**config.mk**
```make
export PLATFORM = sky130hd
export DESIGN_NAME = ldm_decode
export DESIGN_NICKNAME = d
export VERILOG_FILES = /design/src/include/ldm_pkg.sv /design/src/hw/ldm_word_reg.sv /design/src/hw/ldm_decode.sv
export SDC_FILE = /design/constraint.sdc
export NUM_CORES = 1
export LEC_CHECK = 0
export ABC_AREA = 0
export BUFFER_PORTS_ARGS = -buffer_cell sky130_fd_sc_hd__buf_2
export CAP_MARGIN = 20
export CORE_MARGIN = 1.5
export CORE_UTILIZATION = 30
export CTS_CLUSTER_DIAMETER = 60
export DETAILED_ROUTE_END_ITERATION = 6
export SLEW_MARGIN = 20
export SYNTH_ARGS = -nofsm -noshare
export SYNTH_HDL_FRONTEND = slang
export SYNTH_SLANG_ARGS = --single-unit
```
**constraint.sdc**
```tcl
create_clock -name I_CLOCK -period 2.05 [get_ports I_CLOCK]
set_clock_uncertainty 0.15 [all_clocks]
set_input_delay 0.205 -clock I_CLOCK [delete_from_list [all_inputs] [get_ports I_CLOCK]]
set_output_delay 0.205 -clock I_CLOCK [all_outputs]
set_load 0.1 [all_outputs]
```
**src/include/ldm_pkg.sv**
```systemverilog
/*
 * Shared definitions for the load/multiply opcode decoder: opcode patterns,
 * field positions, word and cycle counts, and the decoded-instruction struct.
 * Assumes a 16-bit instruction word fetched one word per fetch beat.
 */
package ldm_pkg;

	// ****************************************
	// Field positions
	// ****************************************
	localparam int OPC_HI = 15;
	localparam int OPC_UB_LO = 8;
	localparam int OPC_ARX_HI = 2;
	localparam int OPC_PAGE_HI = 8;
	localparam int OPC_SEL_BIT = 3;
	localparam int OPC_SHIFT_HI = 3;
	localparam int OPC_BYTE_HI = 7;
	localparam int OPC_W12_LO = 4;
	localparam int OPC_W7_LO = 9;
	localparam int OPC_W5_LO = 11;
	localparam int OPC_AUXS_HI = 10;

	// ****************************************
	// Opcode patterns
	// ****************************************
	localparam logic [7:0] UB_ACC_IMM = 8'hb9;
	localparam logic [7:0] UB_ACC_HIGH = 8'h6a;
	localparam logic [7:0] UB_ACC_LOWNS = 8'h69;
	localparam logic [7:0] UB_ACC_TSHIFT = 8'h6b;
	localparam logic [4:0] UB5_AUX_SHORT = 5'h16;
	localparam logic [11:0] W12_AUX_LONG = 12'hbf0;
	localparam logic [6:0] UB7_PAGE_IMM = 7'h5e;
	localparam logic [7:0] UB_PAGE_MEM = 8'h0d;
	localparam logic [7:0] UB_STAT0 = 8'h0e;
	localparam logic [7:0] UB_STAT1 = 8'h0f;
	localparam logic [7:0] UB_LT_ACC = 8'h70;
	localparam logic [7:0] UB_LT_MOVE = 8'h72;
	localparam logic [7:0] UB_LT_PROD = 8'h71;
	localparam logic [7:0] UB_LT_SUB = 8'h74;
	localparam logic [7:0] UB_MUL_ACC = 8'ha2;
	localparam logic [7:0] UB_MUL_ACC_MOVE = 8'ha3;
	localparam logic [11:0] W12_AUX_PTR = 12'h8b8;
	localparam logic [7:0] UB_MODIFY_AUX = 8'h8b;
	localparam logic [7:0] UB_MULTIPLY = 8'h54;
	localparam logic [7:0] UB_MUL_ADD = 8'h50;
	localparam logic [7:0] UB_MUL_SUB = 8'h51;
	localparam logic [7:0] UB_NORMALIZE = 8'ha0;
	localparam logic [11:0] W12_OR_SHIFT = 12'hbfc;
	localparam logic [15:0] W16_OR_SHIFT16 = 16'hbe82;
	localparam logic [15:0] W16_PROD_TO_ACC = 16'hbe03;

	// ****************************************
	// Word, cycle and shift counts
	// ****************************************
	localparam logic [1:0] WORDS_ONE = 2'h1;
	localparam logic [1:0] WORDS_TWO = 2'h2;
	localparam logic [1:0] CYC_ONE = 2'h1;
	localparam logic [1:0] CYC_TWO = 2'h2;
	localparam logic [1:0] CYC_THREE = 2'h3;
	localparam logic [4:0] SHIFT_SIXTEEN = 5'h10;

	// Operation codes produced by the decoder
	typedef enum logic [4:0] {
		LDM_OP_NONE = 5'h00,
		LDM_OP_LOAD_ACC_IMM = 5'h01,
		LDM_OP_LOAD_ACC_HIGH = 5'h02,
		LDM_OP_LOAD_ACC_LOW = 5'h03,
		LDM_OP_LOAD_ACC_TSHIFT = 5'h04,
		LDM_OP_LOAD_AUX_SHORT = 5'h05,
		LDM_OP_LOAD_AUX_LONG = 5'h06,
		LDM_OP_LOAD_PAGE_IMM = 5'h07,
		LDM_OP_LOAD_PAGE_MEM = 5'h08,
		LDM_OP_LOAD_STAT0 = 5'h09,
		LDM_OP_LOAD_STAT1 = 5'h0a,
		LDM_OP_LOAD_T_ACC = 5'h0b,
		LDM_OP_LOAD_T_MOVE = 5'h0c,
		LDM_OP_LOAD_T_PROD = 5'h0d,
		LDM_OP_LOAD_T_SUB = 5'h0e,
		LDM_OP_MUL_ACC = 5'h0f,
		LDM_OP_MUL_ACC_MOVE = 5'h10,
		LDM_OP_LOAD_AUX_PTR = 5'h11,
		LDM_OP_MODIFY_AUX = 5'h12,
		LDM_OP_MULTIPLY = 5'h13,
		LDM_OP_MUL_ADD_PREV = 5'h14,
		LDM_OP_MUL_SUB_PREV = 5'h15,
		LDM_OP_NORMALIZE = 5'h16,
		LDM_OP_OR_SHIFT = 5'h17,
		LDM_OP_OR_SHIFT16 = 5'h18,
		LDM_OP_PROD_TO_ACC = 5'h19
	} ldm_op_t;

	// One decoded instruction as handed to the execution units
	typedef struct packed {
		ldm_op_t op;
		logic [1:0] words;
		logic [1:0] cycles;
		logic [7:0] operand_address_byte;
		logic [8:0] immediate;
		logic [2:0] aux_reg_select;
		logic [4:0] shift_count;
		logic [15:0] second_word;
	} ldm_dec_t;

endpackage

```
**src/hw/ldm_word_reg.sv**
```systemverilog
/*
 * Holding register for one fetched instruction word; data leave from a flop.
 * Assumes a synchronous active-low reset and a single clock.
 */
`timescale 1ns/1ps
module ldm_word_reg (
	// Clock and reset
	input wire logic i_clk,
	input wire logic i_nrst,
	// Write side
	input wire logic i_load,
	input wire logic [15:0] i_word,
	// Read side
	output logic [15:0] o_word
);

	// Capture the word when loaded
	always_ff @(posedge i_clk) begin
		if (!i_nrst) begin
			o_word <= 16'h0000;
		end else if (i_load) begin
			o_word <= i_word;
		end
	end

endmodule

```
**src/hw/ldm_decode.sv**
```systemverilog
/*
 * Opcode decoder for the load, T-register and multiply group of a 16-bit
 * fixed-point DSP core. Takes fetched words with a valid/ready handshake and
 * emits one decoded instruction per opcode, with its word and cycle counts.
 * Assumes the fetch path supplies consecutive program words in order.
 */
// What this block does
// - b9 plus 8-bit constant: load accumulator short immediate, 1 word 1 cycle
// - Upper byte 6a: zero low accumulator, load high half, 1 word 1 cycle
// - Upper byte 69: zero accumulator, load low unsigned, 1 word 1 cycle
// - Upper byte 6b: load accumulator shifted by T register, 1/1
// - 1011 0ARx plus constant: load auxiliary register short, 1 word 2 cycles
// - bf0 1ARx plus constant word: load auxiliary register long, 2/2
// - 1011 110 plus 9 bits loads page pointer; 0d from memory; 1/2
// - Upper bytes 0e and 0f load status registers zero and one, 1/2
// - Upper byte 70: load T, accumulate previous product, 1/1
// - Upper byte 72: load T, accumulate, move data, 1/1
// - Upper byte 71: load T, product into accumulator, 1/1
// - Upper byte 74: load T, subtract previous product, 1/1
// - Upper byte a2 plus constant word: multiply and accumulate, 2/3
// - Upper byte a3 plus constant word: multiply accumulate with move, 2/3
// - 8b8 1ARx loads aux pointer; other 8b modifies aux; one cycle
// - Upper byte 54: multiply T by operand into product, 1/1
// - Upper byte 50: add previous product, new multiply, 1/1
// - Upper byte 51: subtract previous product, new multiply, 1/1
// - Upper byte a0: normalize accumulator, 1/1
// - bfc plus shift, then constant: OR shifted constant, 2/2
// - be82 then constant: OR constant shifted by 16, 2/2
// - be03: copy product register to accumulator, 1/1
// - Block move is unreliable on interrupt and global registers; software avoids it
`timescale 1ns/1ps
module ldm_decode (
	// Clock and reset
	input wire logic I_CLOCK,
	input wire logic I_NRST,
	// Fetch side
	input wire logic I_FETCH_VALID,
	input wire logic [15:0] I_FETCH_WORD,
	output logic O_FETCH_READY,
	// Execution side
	output logic O_DEC_VALID,
	output ldm_pkg::ldm_dec_t O_DEC,
	output logic O_DEC_UNKNOWN,
	input wire logic I_EXEC_READY
);

	// ****************************************
	// State machine
	// ****************************************
	typedef enum logic [2:0] {
		LDM_ST_FIRST = 3'b001,
		LDM_ST_SECOND = 3'b010,
		LDM_ST_OUT = 3'b100
	} ldm_state_t;

	ldm_state_t state;
	ldm_state_t next_state;
	ldm_pkg::ldm_dec_t dec;
	ldm_pkg::ldm_dec_t next_dec;
	logic next_unknown;
	logic unknown;
	logic [15:0] held_word;
	logic take;
	logic [15:0] w;
	logic [7:0] ub;
	logic [11:0] w12;
	logic [6:0] w7;
	logic [4:0] w5;

	assign w = I_FETCH_WORD;
	assign ub = w[ldm_pkg::OPC_HI:ldm_pkg::OPC_UB_LO];
	// Leading fields of different lengths for the prefix matches
	assign w12 = w[ldm_pkg::OPC_HI:ldm_pkg::OPC_W12_LO];
	assign w7 = w[ldm_pkg::OPC_HI:ldm_pkg::OPC_W7_LO];
	assign w5 = w[ldm_pkg::OPC_HI:ldm_pkg::OPC_W5_LO];
	assign take = I_FETCH_VALID && O_FETCH_READY;

	// ****************************************
	// First-word decode
	// ****************************************
	// Classify the first word and fill the fields
	always_comb begin
		next_unknown = 1'b0;
		next_dec = '0;
		next_dec.op = ldm_pkg::LDM_OP_NONE;
		next_dec.words = ldm_pkg::WORDS_ONE;
		next_dec.cycles = ldm_pkg::CYC_ONE;
		next_dec.operand_address_byte = w[ldm_pkg::OPC_BYTE_HI:0];
		next_dec.aux_reg_select = w[ldm_pkg::OPC_ARX_HI:0];
		next_dec.shift_count = {1'b0, w[ldm_pkg::OPC_SHIFT_HI:0]};
		if (w == ldm_pkg::W16_PROD_TO_ACC) begin
			next_dec.op = ldm_pkg::LDM_OP_PROD_TO_ACC;
		end else if (w == ldm_pkg::W16_OR_SHIFT16) begin
			next_dec.op = ldm_pkg::LDM_OP_OR_SHIFT16;
			next_dec.words = ldm_pkg::WORDS_TWO;
			next_dec.cycles = ldm_pkg::CYC_TWO;
			next_dec.shift_count = ldm_pkg::SHIFT_SIXTEEN;
		end else if (w12 == ldm_pkg::W12_OR_SHIFT) begin
			next_dec.op = ldm_pkg::LDM_OP_OR_SHIFT;
			next_dec.words = ldm_pkg::WORDS_TWO;
			next_dec.cycles = ldm_pkg::CYC_TWO;
		end else if (w12 == ldm_pkg::W12_AUX_LONG && w[ldm_pkg::OPC_SEL_BIT]) begin
			next_dec.op = ldm_pkg::LDM_OP_LOAD_AUX_LONG;
			next_dec.words = ldm_pkg::WORDS_TWO;
			next_dec.cycles = ldm_pkg::CYC_TWO;
		end else if (w12 == ldm_pkg::W12_AUX_PTR && w[ldm_pkg::OPC_SEL_BIT]) begin
			next_dec.op = ldm_pkg::LDM_OP_LOAD_AUX_PTR;
		end else if (w7 == ldm_pkg::UB7_PAGE_IMM) begin
			next_dec.op = ldm_pkg::LDM_OP_LOAD_PAGE_IMM;
			next_dec.cycles = ldm_pkg::CYC_TWO;
			next_dec.immediate = w[ldm_pkg::OPC_PAGE_HI:0];
		end else if (w5 == ldm_pkg::UB5_AUX_SHORT) begin
			next_dec.op = ldm_pkg::LDM_OP_LOAD_AUX_SHORT;
			next_dec.cycles = ldm_pkg::CYC_TWO;
			next_dec.aux_reg_select = w[ldm_pkg::OPC_AUXS_HI:ldm_pkg::OPC_UB_LO];
			next_dec.immediate = {1'b0, w[ldm_pkg::OPC_BYTE_HI:0]};
		end else begin
			case (ub)
				ldm_pkg::UB_ACC_IMM: begin
					// Zero constant clears the accumulator
					next_dec.op = ldm_pkg::LDM_OP_LOAD_ACC_IMM;
					next_dec.immediate = {1'b0, w[ldm_pkg::OPC_BYTE_HI:0]};
				end
				ldm_pkg::UB_ACC_HIGH: next_dec.op = ldm_pkg::LDM_OP_LOAD_ACC_HIGH;
				ldm_pkg::UB_ACC_LOWNS: next_dec.op = ldm_pkg::LDM_OP_LOAD_ACC_LOW;
				ldm_pkg::UB_ACC_TSHIFT: next_dec.op = ldm_pkg::LDM_OP_LOAD_ACC_TSHIFT;
				ldm_pkg::UB_PAGE_MEM: begin
					next_dec.op = ldm_pkg::LDM_OP_LOAD_PAGE_MEM;
					next_dec.cycles = ldm_pkg::CYC_TWO;
				end
				ldm_pkg::UB_STAT0: begin
					next_dec.op = ldm_pkg::LDM_OP_LOAD_STAT0;
					next_dec.cycles = ldm_pkg::CYC_TWO;
				end
				ldm_pkg::UB_STAT1: begin
					next_dec.op = ldm_pkg::LDM_OP_LOAD_STAT1;
					next_dec.cycles = ldm_pkg::CYC_TWO;
				end
				ldm_pkg::UB_LT_ACC: next_dec.op = ldm_pkg::LDM_OP_LOAD_T_ACC;
				ldm_pkg::UB_LT_MOVE: next_dec.op = ldm_pkg::LDM_OP_LOAD_T_MOVE;
				ldm_pkg::UB_LT_PROD: next_dec.op = ldm_pkg::LDM_OP_LOAD_T_PROD;
				ldm_pkg::UB_LT_SUB: next_dec.op = ldm_pkg::LDM_OP_LOAD_T_SUB;
				ldm_pkg::UB_MUL_ACC: begin
					next_dec.op = ldm_pkg::LDM_OP_MUL_ACC;
					next_dec.words = ldm_pkg::WORDS_TWO;
					next_dec.cycles = ldm_pkg::CYC_THREE;
				end
				ldm_pkg::UB_MUL_ACC_MOVE: begin
					next_dec.op = ldm_pkg::LDM_OP_MUL_ACC_MOVE;
					next_dec.words = ldm_pkg::WORDS_TWO;
					next_dec.cycles = ldm_pkg::CYC_THREE;
				end
				ldm_pkg::UB_MODIFY_AUX: next_dec.op = ldm_pkg::LDM_OP_MODIFY_AUX;
				ldm_pkg::UB_MULTIPLY: next_dec.op = ldm_pkg::LDM_OP_MULTIPLY;
				ldm_pkg::UB_MUL_ADD: next_dec.op = ldm_pkg::LDM_OP_MUL_ADD_PREV;
				ldm_pkg::UB_MUL_SUB: next_dec.op = ldm_pkg::LDM_OP_MUL_SUB_PREV;
				ldm_pkg::UB_NORMALIZE: next_dec.op = ldm_pkg::LDM_OP_NORMALIZE;
				// Block moves and all else outside the group: no operation, flagged
				default: next_unknown = 1'b1;
			endcase
		end
	end

	// ****************************************
	// Sequencing
	// ****************************************
	// Fetch ready whenever no decoded result is waiting
	assign O_FETCH_READY = (state != LDM_ST_OUT);

	// Next state: a two-word opcode waits for the following word
	always_comb begin
		next_state = state;
		case (state)
			LDM_ST_FIRST: begin
				if (take) begin
					if (!next_unknown && next_dec.words == ldm_pkg::WORDS_TWO) begin
						next_state = LDM_ST_SECOND;
					end else begin
						next_state = LDM_ST_OUT;
					end
				end
			end
			LDM_ST_SECOND: begin
				if (take) begin
					next_state = LDM_ST_OUT;
				end
			end
			LDM_ST_OUT: begin
				if (I_EXEC_READY) begin
					next_state = LDM_ST_FIRST;
				end
			end
			default: next_state = LDM_ST_FIRST;
		endcase
	end

	// State register
	always_ff @(posedge I_CLOCK) begin
		if (!I_NRST) begin
			state <= LDM_ST_FIRST;
		end else begin
			state <= next_state;
		end
	end

	// Decoded result captured from the first word
	always_ff @(posedge I_CLOCK) begin
		if (!I_NRST) begin
			dec <= '0;
			unknown <= 1'b0;
		end else if (take && state == LDM_ST_FIRST) begin
			dec <= next_dec;
			unknown <= next_unknown;
		end
	end

	// Second word held in its own register, taken from the next program address
	ldm_word_reg u_second (
		.i_clk(I_CLOCK),
		.i_nrst(I_NRST),
		.i_load(take && state == LDM_ST_SECOND),
		.i_word(I_FETCH_WORD),
		.o_word(held_word)
	);

	// ****************************************
	// Outputs
	// ****************************************
	// Result with the second word merged in
	always_comb begin
		O_DEC = dec;
		O_DEC.second_word = held_word;
	end
	assign O_DEC_VALID = (state == LDM_ST_OUT);
	assign O_DEC_UNKNOWN = unknown;

endmodule

```
==> flow_summary_export.csv <==
group,metric,value,unit
pwr,p_sw,0.000855,W
cts,htree_levels,2,
layout,antenna_cells,0,
cts,cts_root_buf,"clkbuf_8",
pwr,peakVddDrop,286,uV
yosys,synth_flop_cell,"dfxtp_1",
setup_path,rr_startpoint,"state[1]$_SDFFE_PN0P_",
sta,rsz0062_at_grt,"false",
pwr,leakage,1.34,nW
sta,holdWs,0.0245,ns
yosys,yosys.area.top_type,"dfxtp_1",
floorplanning,ioPinCount,73,
drt,drcViolationCount,0,
drt,vias,2691,
global_routing,grt.total_usage,0.162,
placement,numPortBuffers,72,
global_routing,grt_pass1_wl,12600,um
yosys,synth_top_area_frac,0.406,
floorplanning,core,8680,um^2
drt,first_pass_iters,4,
yosys,synth_edf_count,0,
setup_path,rr_worst_depth,5,
global_routing,antenna_found_initial,0,
floorplanning,rows,34,
setup_path,crit_path_cell_trace,"dlygate4sd3_1 > buf_2 > nand3b_1 > nor2_2 > o41ai_2 > or4_1 > o221a_1",
setup_path,path_delay_family,"simple AND/OR/NAND/NOR gates",
floorplanning,die_w,97.2,um
yosys,yosys_warnings,0,
floorplanning,start_util,0.307,
global_routing,globalRouteMet2Util,0.272,
yosys,avgSynthCellArea,7.83,um^2
global_routing,grt_pass1_vias,2539,
yosys,syn_area,2660,um^2
cts,cts_buffers,5,
sta,worst_pin_slew,0.548,ns
setup_path,cp.required,2.12,ns
floorplanning,die_area,9450,um^2
run,max-cap-violations,0,
pwr,power.internal,0.00158,W
global_routing,grt-ovfl-total,0,
yosys,syn_inst,340,
cts,cts_buffer_depth,2,
pwr,seqPwrFrac,0.454,
sta,setup_viol,0,
drt,viasPerCell,5.21,
pwr,switching_share,0.351,
drt,ant_nets,0,
yosys,synth_seq_cells,54,
min_path,hold_path_class,"primary input to register",
yosys,yosysUniqueCellTypes,60,
layout,final_area,3310,um^2
drt,drt_iter0_drc,231,
setup_path,worst_setup_path_end_kind,"register",
yosys,synth_area_leaders,"dfxtp_1, nand2_1, a21oi_1, nor2_1, clkbuf_1",
sta,slew_violations,0,
setup_path,critPathMaxStageDelay,0.53,ns
min_path,min_from,"I_FETCH_WORD[4]",
global_routing,grt_max_degree,29,
sta,period_needed,1.91,ns
setup_path,cp_slowest_cell,"dlygate4sd3_1",
pwr,clkPwrFrac,0.309,
setup_path,cp.arrival,1.98,ns
min_path,hold_end,"u_second.o_word[4]$_SDFFE_PN0P_",
global_routing,met3_usage,0.0302,
placement,gp_congestion,0.919,
outcome,status,"finished, final reports clean",
layout,nFillCells,935,
layout,drive_above_1_share,0.274,
yosys,async_reset_ff_frac,0,
drt,wl,7870,um
floorplanning,die_h,97.2,um
placement,placed_cell_area,3180,um^2
setup_path,startpoint_type,"primary input",
global_routing,use_met1,0.215,
cts,path_clk_slew,0.11,ns
cts,cts_tree,"built",
cts,cts_setup_buffers,0,
layout,areaGrowthSynthToFinish,24.1,%
cts,cts_sinks,54,
drt,routedWlPerCell,15.2,um
sta,maxSlewHeadroom,0.634,
layout,final_util,0.381,
sta,max_clock_freq,0.524,GHz
sta,finalHoldViolations,0,
yosys,yosysSeqAreaShare,0.406,
global_routing,grt_busiest_layer,"met2",
setup_path,reg2reg_to,"O_DEC[45]$_SDFFE_PN0P_",
pwr,comb_power_share,0.237,
min_path,hold_depth,3,
placement,hpwlAfterDp,5790,um
sta,setup_tns,0,ns
cts,clock_latency,0.31,ns
setup_path,critPathBufInv,2,
setup_path,r2r_slack,0.25,ns
sta,period_share,0.931,
setup_path,path_max_fanout,3,
setup_path,path_class,"primary input to register",
yosys,syn_nets,360,
pwr,powerDensity,738,nW/um^2
layout,final_nets,428,
## cell usage in the layout (no fill, tap or decap), types with 2 or more instances in the layout
| cell | Yosys | layout |
|---|---|---|
| a32oi_1 | 2 | 2 |
| nand2_1 | 75 | 75 |
| nand4_1 | 6 | 6 |
| nor4_1 | 4 | 4 |
| dfxtp_1 | 54 | 54 |
| and3_1 | 3 | 3 |
| inv_1 | 4 | 3 |
| a21oi_1 | 41 | 41 |
| o21ai_0 | 6 | 6 |
| a311oi_1 | 4 | 4 |
| nor2b_1 | 7 | 7 |
| nand3_1 | 11 | 11 |
| and3b_1 | 2 | 2 |
| buf_2 | 3 | 70 |
| nor3_1 | 5 | 5 |
| buf_4 | 0 | 16 |
| o221ai_1 | 2 | 2 |
| nand2b_1 | 5 | 5 |
| nor2_1 | 25 | 25 |
| a2bb2oi_1 | 8 | 8 |
| nand3b_1 | 4 | 4 |
| clkbuf_8 | 0 | 5 |
| o32ai_1 | 2 | 2 |
| nor4bb_1 | 2 | 2 |
| nor3b_1 | 2 | 2 |
| nor4b_2 | 2 | 2 |
| xor2_1 | 2 | 2 |
| o31ai_1 | 2 | 2 |
| o221a_2 | 2 | 2 |
| and2_1 | 2 | 2 |
| a31oi_1 | 2 | 2 |
## area by class of cell
| type | instances | area (um^2) | share of cell area |
|---|---|---|---|
| Multi-Input combinational cell | 254 | 1450 | 0.440 |
| Sequential cell | 54 | 1080 | 0.327 |
| Timing Repair Buffer | 88 | 500 | 0.151 |
| Tap cell | 108 | 135 | 0.0409 |
| Clock buffer | 5 | 68.8 | 0.0208 |
| Clock inverter | 3 | 43.8 | 0.0132 |
| Inverter | 5 | 22.5 | 0.00681 |
## worst max-delay path by stage
stage / from / end / slack [ns] / depth (start not counted)
2_1_floorplan: state[2]$_SDFFE_PN0P_ / O_DEC_VALID / 0.03 / 3
3_3_place_gp: I_FETCH_WORD[10] / O_DEC[45]$_SDFFE_PN0P_ / 0.13 / 7
3_5_place_dp: I_FETCH_WORD[10] / O_DEC[45]$_SDFFE_PN0P_ / 0.11 / 7
4_1_cts: state[2]$_SDFFE_PN0P_ / O_FETCH_READY / 0.01 / 3
5_1_grt: I_FETCH_VALID / O_DEC[45]$_SDFFE_PN0P_ / 0.02 / 7
6_report: I_FETCH_VALID / O_DEC[45]$_SDFFE_PN0P_ / 0.14 / 7
## power by group through the flow
stage	Clock (W)	Sequential, W	Combinational [W]
after global placement	0	0.00113	0.000572
final	0.000753	0.00111	0.000578
after floorplan	0	0.00138	0.000194
after global routing	0.000806	0.00111	0.000611
after CTS	0.000766	0.00111	0.000577
after detailed placement	0	0.00113	0.000576
## registers in the layout, indices dropped and copies added, names as in the netlist
name / count
u_second.o_word: 16
O_DEC: 34
O_DEC_UNKNOWN: 1
state: 3
## repair_timing
action                     4_1_cts  5_1_grt
hold buffers                     1        0
hold endpoints to repair         1        0
setup endpoints to repair        0        2
resized for setup                0        3
## logic make-up after synthesis
kind of cell	share of synthesized area
compound gates	0.214
simple gates	0.324
flops	0.406
buf+inv	0.0503
xor+xnor	0.00658
## per-layer routing
layer	up-vias	wire length, um	share of wire
li1	1336	-	-
met1	1263	3690	0.47
met2	81	3690	0.47
met3	11	413	0.052
met4	0	75	0.0095
met5	-	0	0
## worst register-to-register path: cells and delay by family (launching register included)
family | cells | cell delay [ns]
compound gates | 2 | 0.32
flops | 1 | 0.36
simple gates | 3 | 0.88
## Yosys cell counts, drive strengths merged (2+ instances only)
library cell  number
nand2             75
dfxtp             54
a21oi             41
nor2              26
clkbuf            22
nand3             12
a2bb2oi            8
nor2b              7
o21ai              7
nand4              6
buf                5
nand2b             5
nor3               5
a311oi             4
inv                4
nand3b             4
nor4               4
and3               3
nor4b              3
o221a              3
a31oi              2
a32oi              2
and2               2
and3b              2
nor3b              2
nor4bb             2
o221ai             2
o31ai              2
o32ai              2
o41ai              2
or4                2
xor2               2
## stage by stage
step	std cells	power [W]	worst slack, ns
after floorplan	340	0.00158	0.0256
after global placement	508	0.00170	0.127
after detailed placement	508	0.00171	0.112
after CTS	517	0.00245	0.0126
after global routing	517	0.00253	0.0178
final	517	0.00244	0.141
No activity file was read; power rests on OpenSTA's default activity.
